[config.mk]
export PLATFORM = sky130hd
export DESIGN_NAME = bcs_regs
export DESIGN_NICKNAME = d
export VERILOG_FILES = /design/src/shared/bcs_pkg.sv /design/src/core/bcs_regs.sv
export VERILOG_INCLUDE_DIRS = /design/src /design/src/shared
export SDC_FILE = /design/constraint.sdc
export NUM_CORES = 1
export LEC_CHECK = 0
export BUFFER_PORTS_ARGS = -buffer_cell sky130_fd_sc_hd__buf_4
export CAP_MARGIN = 20
export CORE_MARGIN = 3
export CORE_UTILIZATION = 50
export CTS_CLUSTER_DIAMETER = 30
export DETAILED_ROUTE_END_ITERATION = 10
export PLACE_DENSITY = 0.66
export SLEW_MARGIN = 20
export SYNTH_ARGS = -nofsm -noshare
export SYNTH_HDL_FRONTEND = slang
export SYNTH_SLANG_ARGS = --single-unit
[constraint.sdc]
create_clock -name clk -period 3.9 [get_ports clk]
set_input_delay 0.39 -clock clk [delete_from_list [all_inputs] [get_ports clk]]
set_output_delay 0.39 -clock clk [all_outputs]
set_load 0.01 [all_outputs]
[src/shared/bcs_cfg.svh]
// Offsets, reset values, bit positions and timing figures of the board control and status registers
`ifndef BCS_CFG_SVH
`define BCS_CFG_SVH

// Register offsets on the serial port
`define BCS_ADDR_GPI_HIGH   7'h07
`define BCS_ADDR_INDICATOR  7'h08
`define BCS_ADDR_MGMT       7'h09
`define BCS_ADDR_PHY        7'h0A
`define BCS_ADDR_BUTTON     7'h0B

// Reset values
`define BCS_IND_RESET       8'h00
`define BCS_PHY_RESET       8'h03
`define BCS_ZERO_BYTE       8'h00

// Field positions
`define BCS_PHY_RESET_BIT   1
`define BCS_IND_WIDTH       4
`define BCS_CMD_READ_BIT    7

// Serial frame: command byte then data byte
`define BCS_CMD_LAST_BIT    5'h07
`define BCS_DATA_LAST_BIT   5'h0F
`define BCS_FRAME_BITS      5'h10

// Positions in the synchronised input vector
`define BCS_SI_GPI_LO       0
`define BCS_SI_GPI_HI       7
`define BCS_SI_CHASSIS      8
`define BCS_SI_HOST_RST     9
`define BCS_SI_POR_REQ      10
`define BCS_SI_WARM_REQ     11
`define BCS_SI_BOOT_DONE    12
`define BCS_SI_PHY_INTERRUPT_N      13
`define BCS_SI_FULL_BTN     14
`define BCS_SI_WARM_BTN     15
`define BCS_SI_BUTTON_A     16
`define BCS_SI_TEST_RST     17
`define BCS_SI_SCLK         18
`define BCS_SI_CS_N         19
`define BCS_SI_MOSI         20
`define BCS_SI_WIDTH        21

// Timing
`define BCS_CLK_PERIOD_NS   50
`define BCS_SEQ_DELAY_NS    100000
`define BCS_SEQ_PULSE_NS    10000
`define BCS_SEQ_DELAY_CYC   ((`BCS_SEQ_DELAY_NS + `BCS_CLK_PERIOD_NS - 1) / `BCS_CLK_PERIOD_NS)
`define BCS_SEQ_PULSE_CYC   ((`BCS_SEQ_PULSE_NS + `BCS_CLK_PERIOD_NS - 1) / `BCS_CLK_PERIOD_NS)
`define BCS_UP_SETTLED      3'h4

`endif

[src/shared/bcs_pkg.sv]
// Types shared by the board control and status register block
package bcs_pkg;

    typedef enum logic [1:0] {
        BCS_SEQ_IDLE,
        BCS_SEQ_WAIT,
        BCS_SEQ_ASSERT
    } bcs_seq_t;

    typedef enum logic {
        BCS_KIND_FULL,
        BCS_KIND_WARM
    } bcs_kind_t;

endpackage : bcs_pkg

[src/core/bcs_regs.sv]
// Board control and status registers 07h to 0Bh behind a sampled serial port, with reset sequencing
// Overview of operation
// RL1: Offset 07h returns live processor inputs 8 to 15; writes ignored.
// RL2: Indicator bits 0 to 3 drive debug outputs; 0 lights, 1 darkens.
// RL3: Indicator register resets to zero, all indicators lit.
// RL4: Management status bit 0 reports chassis detect; register read-only.
// RL5: Bit 1 reports host reset status, forwarded unchanged to management.
// RL6: Bit 2 reports power-on request; low starts full sequence, high idles.
// RL7: Bit 3 reports warm request; low starts warm sequence, high idles.
// RL8: Bit 4 reports boot done, forwarded unchanged to management.
// RL9: PHY bit 0 read-only, reports interrupt pin level.
// RL10: PHY bit 1 writable, drives PHY reset; resets high.
// RL11: Button bit 0 reports full button; rising edge runs delayed full reset.
// RL12: Button bit 1 reports warm button; rising edge runs delayed warm reset.
// RL13: Button bit 2 reports button_a only; no reset action.
// RL14: Button bit 3 reports test-port reset level.
// RL15: Reserved read-only bits read zero and ignore writes.
`timescale 1ns/1ps
`include "bcs_cfg.svh"

module bcs_regs #(
    parameter int SEQ_DELAY_CYC = `BCS_SEQ_DELAY_CYC,
    parameter int SEQ_PULSE_CYC = `BCS_SEQ_PULSE_CYC
) (
    // Clock and reset
    input  wire logic       clk,
    input  wire logic       rst_b,
    // Serial register port
    input  wire logic       spi_clk,
    input  wire logic       spi_cs_n,
    input  wire logic       spi_mosi,
    output logic            spi_miso,
    // Processor side
    input  wire logic [7:0] host_gpi_high,
    input  wire logic       host_reset_status,
    input  wire logic       host_boot_done,
    output logic            host_full_reset_n,
    output logic            host_warm_reset_n,
    // Management controller side
    input  wire logic       mgmt_chassis_detect_n,
    input  wire logic       mgmt_power_on_request_n,
    input  wire logic       mgmt_warm_reset_request_n,
    output logic            mgmt_reset_status_out_n,
    output logic            mgmt_boot_complete_out,
    // PHY
    input  wire logic       phy_interrupt_n,
    output logic            phy_reset_out,
    // Buttons and test port
    input  wire logic       full_reset_button,
    input  wire logic       warm_reset_button,
    input  wire logic       button_a,
    input  wire logic       test_port_reset_n,
    // Indicators
    output logic [3:0]      debug_indicator_out
);
    import bcs_pkg::*;

    logic [`BCS_SI_WIDTH-1:0] sync1_ff;
    logic [`BCS_SI_WIDTH-1:0] sync2_ff;
    logic [`BCS_SI_WIDTH-1:0] prev_ff;
    logic [`BCS_SI_WIDTH-1:0] pins;
    logic [7:0]               ind_ff;
    logic [7:0]               phy_ff;
    logic [7:0]               shift_ff;
    logic [7:0]               cmd_ff;
    logic [7:0]               tx_ff;
    logic [4:0]               bit_cnt_ff;
    logic                     wr_stb_ff;
    logic [6:0]               wr_addr_ff;
    logic [7:0]               wr_data_ff;
    logic                     spi_miso_ff;
    logic                     mgmt_rst_ff;
    logic                     mgmt_boot_ff;
    bcs_seq_t                 seq_ff;
    bcs_kind_t                kind_ff;
    logic [15:0]              seq_cnt_ff;
    logic                     full_n_ff;
    logic                     warm_n_ff;
    logic [2:0]               up_cnt_ff;
    logic                     sclk_rise;
    logic                     sclk_fall;
    logic                     cs_act;
    logic [7:0]               in_byte;
    logic [7:0]               rd_data;
    logic                     full_trig;
    logic                     warm_trig;

    assign pins = {spi_mosi, spi_cs_n, spi_clk, test_port_reset_n, button_a, warm_reset_button,
                   full_reset_button, phy_interrupt_n, host_boot_done, mgmt_warm_reset_request_n,
                   mgmt_power_on_request_n, host_reset_status, mgmt_chassis_detect_n, host_gpi_high};

    // Two-stage synchroniser for every pin, then one more stage for edge finding
    always_ff @(posedge clk) begin
        if (!rst_b) begin
            sync1_ff <= '0;
            sync2_ff <= '0;
            prev_ff  <= '0;
        end else begin
            sync1_ff <= pins;
            sync2_ff <= sync1_ff;
            prev_ff  <= sync2_ff;
        end
    end

    assign sclk_rise = sync2_ff[`BCS_SI_SCLK] & ~prev_ff[`BCS_SI_SCLK];
    assign sclk_fall = ~sync2_ff[`BCS_SI_SCLK] & prev_ff[`BCS_SI_SCLK];
    assign cs_act    = ~sync2_ff[`BCS_SI_CS_N];
    assign in_byte   = {shift_ff[6:0], sync2_ff[`BCS_SI_MOSI]};

    // Read data, built from live synchronised levels and the stored indicator and PHY reset bits
    always_comb begin
        case (in_byte[6:0])
            `BCS_ADDR_GPI_HIGH:  rd_data = sync2_ff[`BCS_SI_GPI_HI:`BCS_SI_GPI_LO];  // RL1
            `BCS_ADDR_INDICATOR: rd_data = ind_ff;
            `BCS_ADDR_MGMT:      rd_data = {3'h0, sync2_ff[`BCS_SI_BOOT_DONE],           // RL8 RL15
                                            sync2_ff[`BCS_SI_WARM_REQ],                  // RL7
                                            sync2_ff[`BCS_SI_POR_REQ],                   // RL6
                                            sync2_ff[`BCS_SI_HOST_RST],                  // RL5
                                            sync2_ff[`BCS_SI_CHASSIS]};                  // RL4
            `BCS_ADDR_PHY:       rd_data = {6'h00, phy_ff[`BCS_PHY_RESET_BIT],
                                            sync2_ff[`BCS_SI_PHY_INTERRUPT_N]};                  // RL9 RL15
            `BCS_ADDR_BUTTON:    rd_data = {4'h0, sync2_ff[`BCS_SI_TEST_RST],            // RL14
                                            sync2_ff[`BCS_SI_BUTTON_A],                  // RL13
                                            sync2_ff[`BCS_SI_WARM_BTN],                  // RL12
                                            sync2_ff[`BCS_SI_FULL_BTN]};                 // RL11
            default:             rd_data = `BCS_ZERO_BYTE;
        endcase
    end

    // Serial port: command byte (bit 7 set = read, low 7 bits = offset), then data byte
    always_ff @(posedge clk) begin
        if (!rst_b) begin
            shift_ff    <= `BCS_ZERO_BYTE;
            cmd_ff      <= `BCS_ZERO_BYTE;
            tx_ff       <= `BCS_ZERO_BYTE;
            bit_cnt_ff  <= '0;
            wr_stb_ff   <= 1'b0;
            wr_addr_ff  <= '0;
            wr_data_ff  <= `BCS_ZERO_BYTE;
            spi_miso_ff <= 1'b0;
        end else begin
            wr_stb_ff <= 1'b0;
            if (!cs_act) begin
                bit_cnt_ff  <= '0;
                spi_miso_ff <= 1'b0;
            end else if (sclk_rise && bit_cnt_ff != `BCS_FRAME_BITS) begin
                shift_ff   <= in_byte;
                bit_cnt_ff <= bit_cnt_ff + 5'h01;
                if (bit_cnt_ff == `BCS_CMD_LAST_BIT) begin
                    cmd_ff <= in_byte;
                    tx_ff  <= rd_data;
                end
                if (bit_cnt_ff == `BCS_DATA_LAST_BIT && !cmd_ff[`BCS_CMD_READ_BIT]) begin
                    wr_stb_ff  <= 1'b1;
                    wr_addr_ff <= cmd_ff[6:0];
                    wr_data_ff <= in_byte;
                end
            end else if (sclk_fall && bit_cnt_ff > `BCS_CMD_LAST_BIT
                         && bit_cnt_ff != `BCS_FRAME_BITS && cmd_ff[`BCS_CMD_READ_BIT]) begin
                spi_miso_ff <= tx_ff[7];
                tx_ff       <= {tx_ff[6:0], 1'b0};
            end
        end
    end

    // Indicator register, all eight bits stored
    always_ff @(posedge clk) begin
        if (!rst_b) begin
            ind_ff <= `BCS_IND_RESET;  // RL3
        end else if (wr_stb_ff && wr_addr_ff == `BCS_ADDR_INDICATOR) begin
            ind_ff <= wr_data_ff;  // RL2
        end
    end

    // PHY control: only the reset bit is stored
    always_ff @(posedge clk) begin
        if (!rst_b) begin
            phy_ff <= `BCS_PHY_RESET;  // RL10
        end else if (wr_stb_ff && wr_addr_ff == `BCS_ADDR_PHY) begin
            phy_ff[`BCS_PHY_RESET_BIT] <= wr_data_ff[`BCS_PHY_RESET_BIT];  // RL10 RL15
        end
    end

    // Level forwarding to the management controller
    always_ff @(posedge clk) begin
        if (!rst_b) begin
            mgmt_rst_ff  <= 1'b0;
            mgmt_boot_ff <= 1'b0;
        end else begin
            mgmt_rst_ff  <= sync2_ff[`BCS_SI_HOST_RST];   // RL5
            mgmt_boot_ff <= sync2_ff[`BCS_SI_BOOT_DONE];  // RL8
        end
    end

    // Reset requests; button_a is deliberately not a trigger
    assign full_trig = (sync2_ff[`BCS_SI_FULL_BTN] & ~prev_ff[`BCS_SI_FULL_BTN])      // RL11
                     | (~sync2_ff[`BCS_SI_POR_REQ] & prev_ff[`BCS_SI_POR_REQ]);       // RL6
    assign warm_trig = (sync2_ff[`BCS_SI_WARM_BTN] & ~prev_ff[`BCS_SI_WARM_BTN])      // RL12
                     | (~sync2_ff[`BCS_SI_WARM_REQ] & prev_ff[`BCS_SI_WARM_REQ]);     // RL7

    // Sequencer: wait the fixed delay, then hold the chosen reset low for the pulse time
    always_ff @(posedge clk) begin
        if (!rst_b) begin
            seq_ff     <= BCS_SEQ_IDLE;
            kind_ff    <= BCS_KIND_FULL;
            seq_cnt_ff <= '0;
        end else begin
            case (seq_ff)
                BCS_SEQ_IDLE: begin
                    seq_cnt_ff <= '0;
                    if (full_trig) begin
                        seq_ff  <= BCS_SEQ_WAIT;
                        kind_ff <= BCS_KIND_FULL;
                    end else if (warm_trig) begin
                        seq_ff  <= BCS_SEQ_WAIT;
                        kind_ff <= BCS_KIND_WARM;
                    end
                end
                BCS_SEQ_WAIT: begin
                    if (seq_cnt_ff == 16'(SEQ_DELAY_CYC - 1)) begin
                        seq_ff     <= BCS_SEQ_ASSERT;  // RL11 RL12
                        seq_cnt_ff <= '0;
                    end else begin
                        seq_cnt_ff <= seq_cnt_ff + 16'h0001;
                    end
                end
                BCS_SEQ_ASSERT: begin
                    if (seq_cnt_ff == 16'(SEQ_PULSE_CYC - 1)) begin
                        seq_ff     <= BCS_SEQ_IDLE;
                        seq_cnt_ff <= '0;
                    end else begin
                        seq_cnt_ff <= seq_cnt_ff + 16'h0001;
                    end
                end
                default: begin
                    seq_ff     <= BCS_SEQ_IDLE;
                    seq_cnt_ff <= '0;
                end
            endcase
        end
    end

    // Reset outputs follow the sequencer one cycle later
    always_ff @(posedge clk) begin
        if (!rst_b) begin
            full_n_ff <= 1'b1;
            warm_n_ff <= 1'b1;
        end else begin
            full_n_ff <= !(seq_ff == BCS_SEQ_ASSERT && kind_ff == BCS_KIND_FULL);  // RL11
            warm_n_ff <= !(seq_ff == BCS_SEQ_ASSERT && kind_ff == BCS_KIND_WARM);  // RL12
        end
    end

    // Cycles since reset release, for checks on pipelined inputs
    always_ff @(posedge clk) begin
        if (!rst_b) begin
            up_cnt_ff <= '0;
        end else if (up_cnt_ff != `BCS_UP_SETTLED) begin
            up_cnt_ff <= up_cnt_ff + 3'h1;
        end
    end

    assign spi_miso                = spi_miso_ff;
    assign debug_indicator_out     = ind_ff[`BCS_IND_WIDTH-1:0];  // RL2
    assign phy_reset_out           = phy_ff[`BCS_PHY_RESET_BIT];  // RL10
    assign mgmt_reset_status_out_n = mgmt_rst_ff;
    assign mgmt_boot_complete_out  = mgmt_boot_ff;
    assign host_full_reset_n       = full_n_ff;
    assign host_warm_reset_n       = warm_n_ff;
endmodule : bcs_regs

# == Word level (Yosys, flattened, before mapping) ==
# Cells that the tools add are included.
# word_totals
register_bits,138
input_bits,23
out_inout_bits,10
wordCells,98
# op_classes
addsub,2
order_cmp,1
n_eq_ne,18
mux,15
bitwise_logic,18
n_reduce_logical,24
# op_table
cell,count
"7-bit by 4-bit equality test with 1-bit output, second input constant",6
8-bit case mux with 5 select lines,1
16-bit two-way mux,2
16-bit case mux with 2 select lines,1
8-bit two-way mux,3
"16-bit by 1-bit adder with 16-bit output, second input constant",1
"16-bit by 11-bit equality test with 1-bit output, second input constant",1
"16-bit by 8-bit equality test with 1-bit output, second input constant",1
3-bit AND reduction,4
1-bit NOT,10
1-bit logical AND,9
2-bit two-way mux,4
"7-bit by 3-bit equality test with 1-bit output, second input constant",1
1-bit bitwise AND,6
2-bit case mux with 3 select lines,1
2-bit AND reduction,3
"5-bit by 1-bit adder with 5-bit output, second input constant",1
"5-bit by 3-bit equality test with 1-bit output, second input constant",1
"5-bit by 4-bit equality test with 1-bit output, second input constant",1
"5-bit by 3-bit > comparator with 1-bit output, second input constant",1
"5-bit != test, second input constant",1
"2-bit != test, second input constant",2
2-bit nonzero test,2
1-bit zero test,3
other kinds (9),12

# == Logic depth before layout (Yosys ltp) ==
# Gate-level depths: netlist of run 1.
# depth
word_depth,7
ltp_mapped,10
depth_no_buf,7

# == Worst setup path after synthesis of run 1 ==
# OpenSTA, ideal clock, no wires.
# synth_path
path_kind,flip-flop to flip-flop
from,register bit_cnt_ff[0]
to,register cmd_ff[0]
t_arrival_ns,1.722
setup_slack_ns,2.061
stages_incl_launch_ff,10
cell_sequence,dfxtp_1 inv_1 ha_1 nand2b_1 o211a_1 buf_4 nor4b_1 buf_2 mux2i_1 nor2b_1
# synth_between
elab_chain_cells,3
elab_cells_between_ends,4
cone_classes,2 x eq/ne; 2 x reduce/logical
# synth_lines
item,line_no,source
start: declaration,bcs_regs.sv:67,logic [4:0] bit_cnt_ff;
start signal: assignment,bcs_regs.sv:148,bit_cnt_ff <= bit_cnt_ff + 5'h01;
5-bit != test (no source line),n/a,
1-bit logical AND (no source line),n/a,
3-bit AND reduction (no source line) *,n/a,
end signal: assignment,bcs_regs.sv:134,cmd_ff <= `BCS_ZERO_BYTE;
end signal: assignment,bcs_regs.sv:150,cmd_ff <= in_byte;
end: declaration,bcs_regs.sv:65,logic [7:0] cmd_ff;
# Mark *: on every way between the ends. The rest lies on a longest branch, timed or not.
# A chain may end at the register's enable or synchronous reset.

# == Final worst setup path of run 1 ==
# layout_path
from,register bit_cnt_ff[0]
to,register wr_data_ff[3]
# layout_between
elab_chain_cells,3
elab_cells_between_ends,5
cone_classes,2 x eq/ne; 3 x reduce/logical
# layout_lines
item,line_no,source
5-bit != test (no source line) or 5-bit by 4-bit equality test with 1-bit output (tied branches),n/a,
"1-bit logical AND, on equally long branches",n/a,
3-bit AND reduction (no source line) *,n/a,
end signal: assignment,bcs_regs.sv:139,wr_data_ff <= `BCS_ZERO_BYTE;
end signal: assignment,bcs_regs.sv:156,wr_data_ff <= in_byte;
end: declaration,bcs_regs.sv:70,logic [7:0] wr_data_ff;
# Marks and branches as above.

==> results of run 1 <==
==> critical path, stage by stage (launching register included) <==
cell,delay (ns)
dfxtp_1,0.39
inv_1,0.06
ha_1,0.19
nand2b_1,0.13
o211a_1,0.41
and3b_1,0.85
mux2i_1,0.30
nor2b_1,0.07
==> metal layers <==
layer / global-route usage (%) / share of wire (%) / wire length [um]
met3: 4.966 / 2.6 / 217
met5: 0 / 0 / 0
met4: 6.458 / 1.3 / 109
met1: 21.45 / 51 / 4245
met2: 24.61 / 45 / 3699
==> cell usage in the layout, fill, tap and decap left out, drive strengths merged, types with 3 or more instances in the layout <==
cell and instances:
o21ai 5, dfxtp 124, nor2b 38, nand2b 4, and2 51, nor3 4
xnor2 7, nor4b 3, nor2 32, nor4 4, or3 3, nand3b 3
ha 7, o211a 10, and3 3, inv 22, o22ai 3, xor2 10
nand2 29, a21oi 7, a22oi 4, o2111ai 5, clkinv 3, nand3 7
buf 32, clkbuf 17, mux2i 42, nand4 4
==> worst min-delay path by stage <==
| stage | endpoint | slack, ns | depth (start not counted) |
|---|---|---|---|
| floorplan | host_warm_reset_n | 0.38 | 1 |
| global placement | host_warm_reset_n | 0.40 | 1 |
| detailed placement | host_warm_reset_n | 0.39 | 1 |
| CTS | sync1_ff[20] | 0.06 | 2 |
| global route | sync1_ff[20] | 0.06 | 2 |
| finish | sync1_ff[15] | 0.08 | 2 |
==> sequential cells by signal, indices dropped and copies added, names as in the netlist, 8 cells and up <==
name	flops
tx_ff	8
ind_ff	8
cmd_ff	8
seq_cnt_ff	16
wr_data_ff	8
sync1_ff	21
sync2_ff	21
==> cell families after synthesis <==
group                    share of synthesized area [%]
multiplexers                                     9.672
flip-flops                                       51.59
adder cells (fa/ha/maj)                          1.820
buffers and inverters                            4.212
AO/OA/AOI/OAI                                    6.865
XOR/XNOR                                         3.094
AND/OR/NAND/NOR                                  22.75
==> power by group through the flow <==
stage | registers, mW | logic [mW] | clock network [mW]
after detailed placement | 1.34 | 0.111 | 0
after global routing | 1.31 | 0.125 | 1.56
after global placement | 1.34 | 0.107 | 0
after floorplan | 1.33 | 0.0797 | 0
after CTS | 1.31 | 0.111 | 1.50
final | 1.31 | 0.109 | 1.47
==> Yosys cell counts (4+ instances only) <==
cell       number
nor2_1         32
nor2b_1        38
ha_1            7
clkbuf_1       14
xnor2_1         7
a21oi_1         7
o2111ai_1       5
dfxtp_1       124
o211a_1        10
inv_1          13
a22oi_1         4
buf_4           8
nand3_1         7
nand4_1         4
nand2b_1        4
o21ai_0         4
mux2i_1        42
nand2_1        29
and2_1         51
nor4_1          4
xor2_1         10
==> stage by stage <==
step                      worst slack [ns]  hold WS, ns  instance area (um^2)  power, mW
after floorplan                      2.061       0.3758                  4812      1.413
after global placement               1.390       0.3973                  5066      1.445
after detailed placement             1.335       0.3944                  5066      1.450
after CTS                            1.295      0.05546                  5632      2.925
after global routing                 1.148      0.06011                  5640      2.999
final                                1.395      0.07958                  5640      2.892
==> final cells by class <==
cell class	instances	area, um^2
sequential	124	2482
multi-input combinational	305	2142
inverter	13	48.80
clock buffer	17	414.1
clock inverter	15	151.4
tap	129	161.4
fill	794	3643
timing repair buffer	32	240.2
==> out/qor_table.md, run 1 <==
| Parameter | Reported | Unit |
| --- | --- | --- |
| Count of final setup violators | 0 | - |
| Total count of max-transition violations in the final report | 0 | - |
| Most common flop cell mapped by yosys | dfxtp_1 | - |
| TritonRoute pass-1 iters | 4 | - |
| Sequential element share of the synthesized area | 51.59 | % |
| CTS tree | built | - |
| Number of nets with antenna violations after detailed routing | 0 | - |
| Max_cap viols | 0 | - |
| Synth Net Count | 500 | - |
| Area of the placeable core | 9284 | um^2 |
| Number of enable-type register cells in the synthesized netlist | 0 | - |
| Final non-filler cell total | 635 | - |
| Count of unresolved DRC violations after routing | 0 | - |
| Die footprint | 10840 | um^2 |
| Switching Share | 23.29 | % |
| Horizontal die dimension | 104.1 | um |
| Start point of the critical path | bit_cnt_ff[0] | - |
| Synth area leaders | dfxtp_1, mux2i_1, and2_1 | - |
| IR Drop Worst-Case VDD | 359.0 | uV |
| Initial DRC count | 127 | - |
| Vias in the first global route | 2968 | - |
| Setup slack of the worst register-to-register path | 1.39 | ns |
| Clock latency at the later pin of the worst-skew pair | 0.51 | ns |
| Final standard cell utilization of the core | 60.75 | % |
| Outcome | complete, no violations | - |
| Global-route wire length before repair | 14.19 | mm |
| Die Span Y | 104.1 | um |
| Clock slew at the register clock pins of the worst setup and hold paths | 0.06 | ns |
| Global placement routability congestion | 0.7609 | - |
| Hold-fix buffers at CTS | 0 | - |
| Count of mapped cells out of synthesis | 470 | - |
| Via density | 4.879 | - |
| Max-slew headroom | 36.76 | % |
| Post-synth cell types | 47 | - |
| Maximum number of pins on one net before global-route repair | 107 | - |
| CP startpoint kind | register | - |
| Endpoint arrival time on the critical path | 2.90 | ns |
| Async set-or-reset flop fraction in the synthesized netlist | 0 | % |
| Share of total power in the clock network | 50.9 | % |
| Slew at the pin closest to its max-slew limit | 0.9485 | ns |
| Clock root buffer | clkbuf_8 | - |
| GRT overflow | 0 | - |
| Leak Pwr | 2.193 | nW |
| Syn. warnings | 0 | - |
| Number of I/O pins | 33 | - |
| FMAX | 399.2 | MHz |
| Setup Total Neg Slack | 0 | ns |
| Required arrival time at the worst endpoint | 4.29 | ns |
| Pwr Density | 512.6 | nW/um^2 |
| Mapped Area | 4812 | um^2 |
| Maximum number of buffers from clock root to sink | 2 | - |
| Time the worst path needs with I/O delays and setup | 2.505 | ns |
| Hold Path Origin | warm_reset_button | - |
| Placed cells | 603 | - |
| Maximum net fanout on the critical path | 16 | - |
| Critical path endpoint | wr_data_ff[3] | - |
| Number of buffers added for setup after CTS | 0 | - |
| Count of antenna diodes in the layout | 0 | - |
| Inserted Clock Buffers | 17 | - |
| Startpoint-to-endpoint class of the critical path | register to register | - |
| Class of the tightest hold or removal check | input pin to register | - |
| Largest area contributor in the synthesized netlist | dfxtp_1 | - |
| P_int | 2.218 | mW |
| Share of power burned in registers | 45.3 | % |
| Vias post-DR | 3098 | - |
| Setup repair after global routing missed its margin | false | - |
| Worst r2r path cells | 7 | - |
| Avg Synthesized Cell Area | 10.24 | um^2 |
| Count of input and output buffers | 32 | - |
| Worst reg2reg endpoint | wr_data_ff[3] | - |
| Std cell rows | 35 | - |
| Final HPWL from detailed placement | 5.468 | mm |
| Final Cycle Share | 64.23 | % |
| Total wire length | 8.273 | mm |
| Number of nets in the finished design | 523 | - |
| Launch point of the worst reg-to-reg path | bit_cnt_ff[0] | - |
| Share of cells above drive strength 1 | 14.23 | % |
| Switching pwr | 0.6734 | mW |
| Total of flip-flops plus latches after synthesis | 124 | - |
| Combinational fraction of design power | 3.8 | % |
| Post-cts gate resize count | 0 | - |
| Hold Vio Cnt, Final | 0 | - |
| Worst setup EP type | register | - |
| Routed wire per std cell | 13.03 | um |
| Number of levels the H-tree was split into | 4 | - |
| Area growth from synthesis to layout | 17.21 | % |
| Overall fraction of global-route tracks in use | 16.16 | % |
| Initial cell density of the core | 51.83 | % |
| Clock Sinks | 124 | - |
| Yosys top cell area share | 51.59 | % |
| Post-Route Skew | 0.01445 | ns |
| Antenna violations before repair | 0 | - |
(Power assumes the default switching activity.)
==> inputs of run 2 (changes only) <==
ABC_AREA = 1   (was not set)
clock period = 2.5 ns   (was 3.9 ns; I/O delays follow)
==> out/qor_table.md, run 2 <==
| Parameter | Reported | Unit |
| --- | --- | --- |
| Outcome | complete, no violations | - |
| Count of antenna diodes in the layout | 0 | - |
| Number of nets with antenna violations after detailed routing | 0 | - |
| Pwr Density | 780.9 | nW/um^2 |
| Max_cap viols | 0 | - |
| Horizontal die dimension | 105.2 | um |
| Most frequent standard cell in the layout excluding fill and tap cells | dfxtp_1 | - |
| Hold Vio Cnt, Final | 0 | - |
| Final HPWL from detailed placement | 6.373 | mm |
| Worst hold slack | 0.1627 | ns |
| Count of mapped cells out of synthesis | 635 | - |
| Setup Total Neg Slack | 0 | ns |
| Count of final setup violators | 0 | - |
| Number of I/O pins | 33 | - |
| TritonRoute pass-1 iters | 4 | - |
| Maximum number of buffers from clock root to sink | 2 | - |
| Maximum net fanout on the critical path | 14 | - |
| Total wire length | 9.404 | mm |
| Die footprint | 11070 | um^2 |
| Required arrival time at the worst endpoint | 2.88 | ns |
| Overall fraction of global-route tracks in use | 18.37 | % |
| Total of flip-flops plus latches after synthesis | 124 | - |
| Mapped Area | 4922 | um^2 |
| Number of buffers added for setup after CTS | 0 | - |
| FMAX | 547.2 | MHz |
| Avg Synthesized Cell Area | 7.752 | um^2 |
| Post-cts gate resize count | 0 | - |
| Vias post-DR | 3891 | - |
| Commonest cells after routing, fill and taps aside | dfxtp_1, nand2_1, inv_1, nor2_1, nand3_1 | - |
| Total count of max-transition violations in the final report | 0 | - |
| Most frequent cell after synthesis | dfxtp_1 | - |
| Clock slew at the register clock pins of the worst setup and hold paths | 0.06 | ns |
| Max-slew headroom | 62.50 | % |
| Launch point of the worst reg-to-reg path | bit_cnt_ff[0] | - |
| Registers with the most flip-flops | sync1_ff x21, sync2_ff x21, seq_cnt_ff x16 | - |
| Share of cells above drive strength 1 | 12.61 | % |
| Count of input and output buffers | 32 | - |
| Via density | 4.705 | - |
| Std cell rows | 35 | - |
| Area growth from synthesis to layout | 20.87 | % |
| CTS tree | built | - |
| Hold Path Origin | rst_b | - |
| Synth area leaders | dfxtp_1, nand2_1, inv_1 | - |
| Class of the tightest hold or removal check | input pin to register | - |
| Sequential element share of the synthesized area | 50.43 | % |
| Leak Pwr | 2.689 | nW |
| Synth Net Count | 665 | - |
| Post-synth cell types | 35 | - |
| Endpoint with the worst hold slack | sync1_ff[7] | - |
| Global placement routability congestion | 0.8329 | - |
| Count of unresolved DRC violations after routing | 0 | - |
| Vias in the first global route | 3713 | - |
| Clock latency at the later pin of the worst-skew pair | 0.51 | ns |
| Area of the placeable core | 9415 | um^2 |
| Die Span Y | 105.2 | um |
| IR Drop Worst-Case VDD | 534.9 | uV |
| Antenna violations before repair | 0 | - |
| Clock Sinks | 124 | - |
| Inserted Clock Buffers | 17 | - |
| Final Cycle Share | 73.10 | % |
| Global-route wire length before repair | 16.59 | mm |
| Time the worst path needs with I/O delays and setup | 1.827 | ns |
| Worst setup EP type | register | - |
| Syn. warnings | 0 | - |
| Setup repair after global routing missed its margin | false | - |
| CP startpoint kind | register | - |
| Number of nets in the finished design | 715 | - |
| Clock root buffer | clkbuf_8 | - |
| Initial cell density of the core | 52.28 | % |
| Commonest cells post-synth | dfxtp_1, nand2_1, inv_1 | - |
| Most common flop cell mapped by yosys | dfxtp_1 | - |
| Maximum number of pins on one net before global-route repair | 49 | - |
| Worst r2r path cells | 8 | - |
| Async set-or-reset flop fraction in the synthesized netlist | 0 | % |
| Number of cells on the worst hold path | 3 | - |
| Area after detailed placement | 5199 | um^2 |
| Final instance area | 5949 | um^2 |
| Setup slack of the worst register-to-register path | 0.67 | ns |
| Endpoint arrival time on the critical path | 2.21 | ns |
| Largest area contributor in the synthesized netlist | dfxtp_1 | - |
| Slew at the pin closest to its max-slew limit | 0.5604 | ns |
| Initial DRC count | 182 | - |
| Number of levels the H-tree was split into | 4 | - |
| GRT overflow | 0 | - |
| Routed wire per std cell | 11.37 | um |
| Worst reg2reg endpoint | shift_ff[2] | - |
| Yosys top cell area share | 50.43 | % |
| Post-Route Skew | 0.009124 | ns |
| Number of enable-type register cells in the synthesized netlist | 0 | - |
| Startpoint-to-endpoint class of the critical path | register to register | - |
[run 2: changes by cell type in the layout (fill, tap and decap cells not counted), sizes merged, moves of 21 or more]
cell and delta:
a21oi +45, and2 -51, dlygate4sd3 +21, inv +82, mux2i -42, nand2 +96
nand3 +50, nor2 +36, nor2b -38, o21ai +32
[run 2: cells by family after synthesis]
logic type	count (synthesis)	synth area share [%]
AOI/OAI and AO/OA	97	10.50
xor gates and xnor gates	8	1.424
buffers and inverters	129	11.08
DFF	124	50.43
adders and majority gates	7	1.779
and+or+nand+nor	270	24.78
[run 2: layer usage]
metal  up-vias  share of wire (%)  GRT usage [%]
met4         0               0.61          5.342
met1      1750                 49          24.07
met3         5                3.5          5.695
met2        53                 47          29.19
li1       2083                  -              -
met5         -                  0              0
[run 2: power by group]
part | leakage [nW] | switching, mW | internal [mW]
Sequential | 1.01 | 0.0331 | 2.04
Clock | 0.255 | 0.877 | 1.32
Combinational | 1.42 | 0.221 | 0.152
Total | 2.69 | 1.13 | 3.51
[run 2: per-stage QoR]
stage / setup WS, ns / instances / power [mW] / utilization [%]
2_1_floorplan: 1.055 / 635 / 2.390 / -
3_3_place_gp: 0.7729 / 774 / 2.458 / 55.22
3_5_place_dp: 0.6895 / 774 / 2.467 / 55.22
4_1_cts: 0.6812 / 827 / 4.687 / 63.19
5_1_grt: 0.3966 / 827 / 4.847 / 63.19
6_report: 0.6726 / 827 / 4.646 / 63.19
[run 2: final cells by class]
class                           count  area [um^2]
Tap cell                          129        161.4
Inverter                          102        382.9
Clock inverter                     13        118.9
Fill cell                         794         3466
Clock buffer                       19        421.7
Multi-Input combinational cell    382         1894
Timing Repair Buffer               58        488.0
Sequential cell                   124         2482
[run 2: worst max-delay path: stages, from the launching register on]
cell and delay (ns):
dfxtp_1 0.37, inv_1 0.08, ha_1 0.19, nand2_1 0.06, inv_1 0.07, a21oi_4 0.31
nand2_1 0.31, o21ai_0 0.25, a21oi_1 0.06
[run 2: repair_timing]
item	CTS	global route
hold buffers	21	0
endpoints found under the setup margin	0	0
endpoints found under the hold margin	21	0
[run 2: worst max path at each step]
| stage | start | to | slack [ns] | cells after the start |
|---|---|---|---|---|
| detailed placement | bit_cnt_ff[0] | wr_addr_ff[4] | 0.69 | 9 |
| global route | bit_cnt_ff[1] | shift_ff[3] | 0.40 | 8 |
| finish | bit_cnt_ff[0] | shift_ff[2] | 0.67 | 8 |
| floorplan | bit_cnt_ff[0] | tx_ff[5] | 1.05 | 11 |
| CTS | bit_cnt_ff[0] | wr_addr_ff[0] | 0.68 | 9 |
| global placement | bit_cnt_ff[0] | shift_ff[6] | 0.77 | 8 |
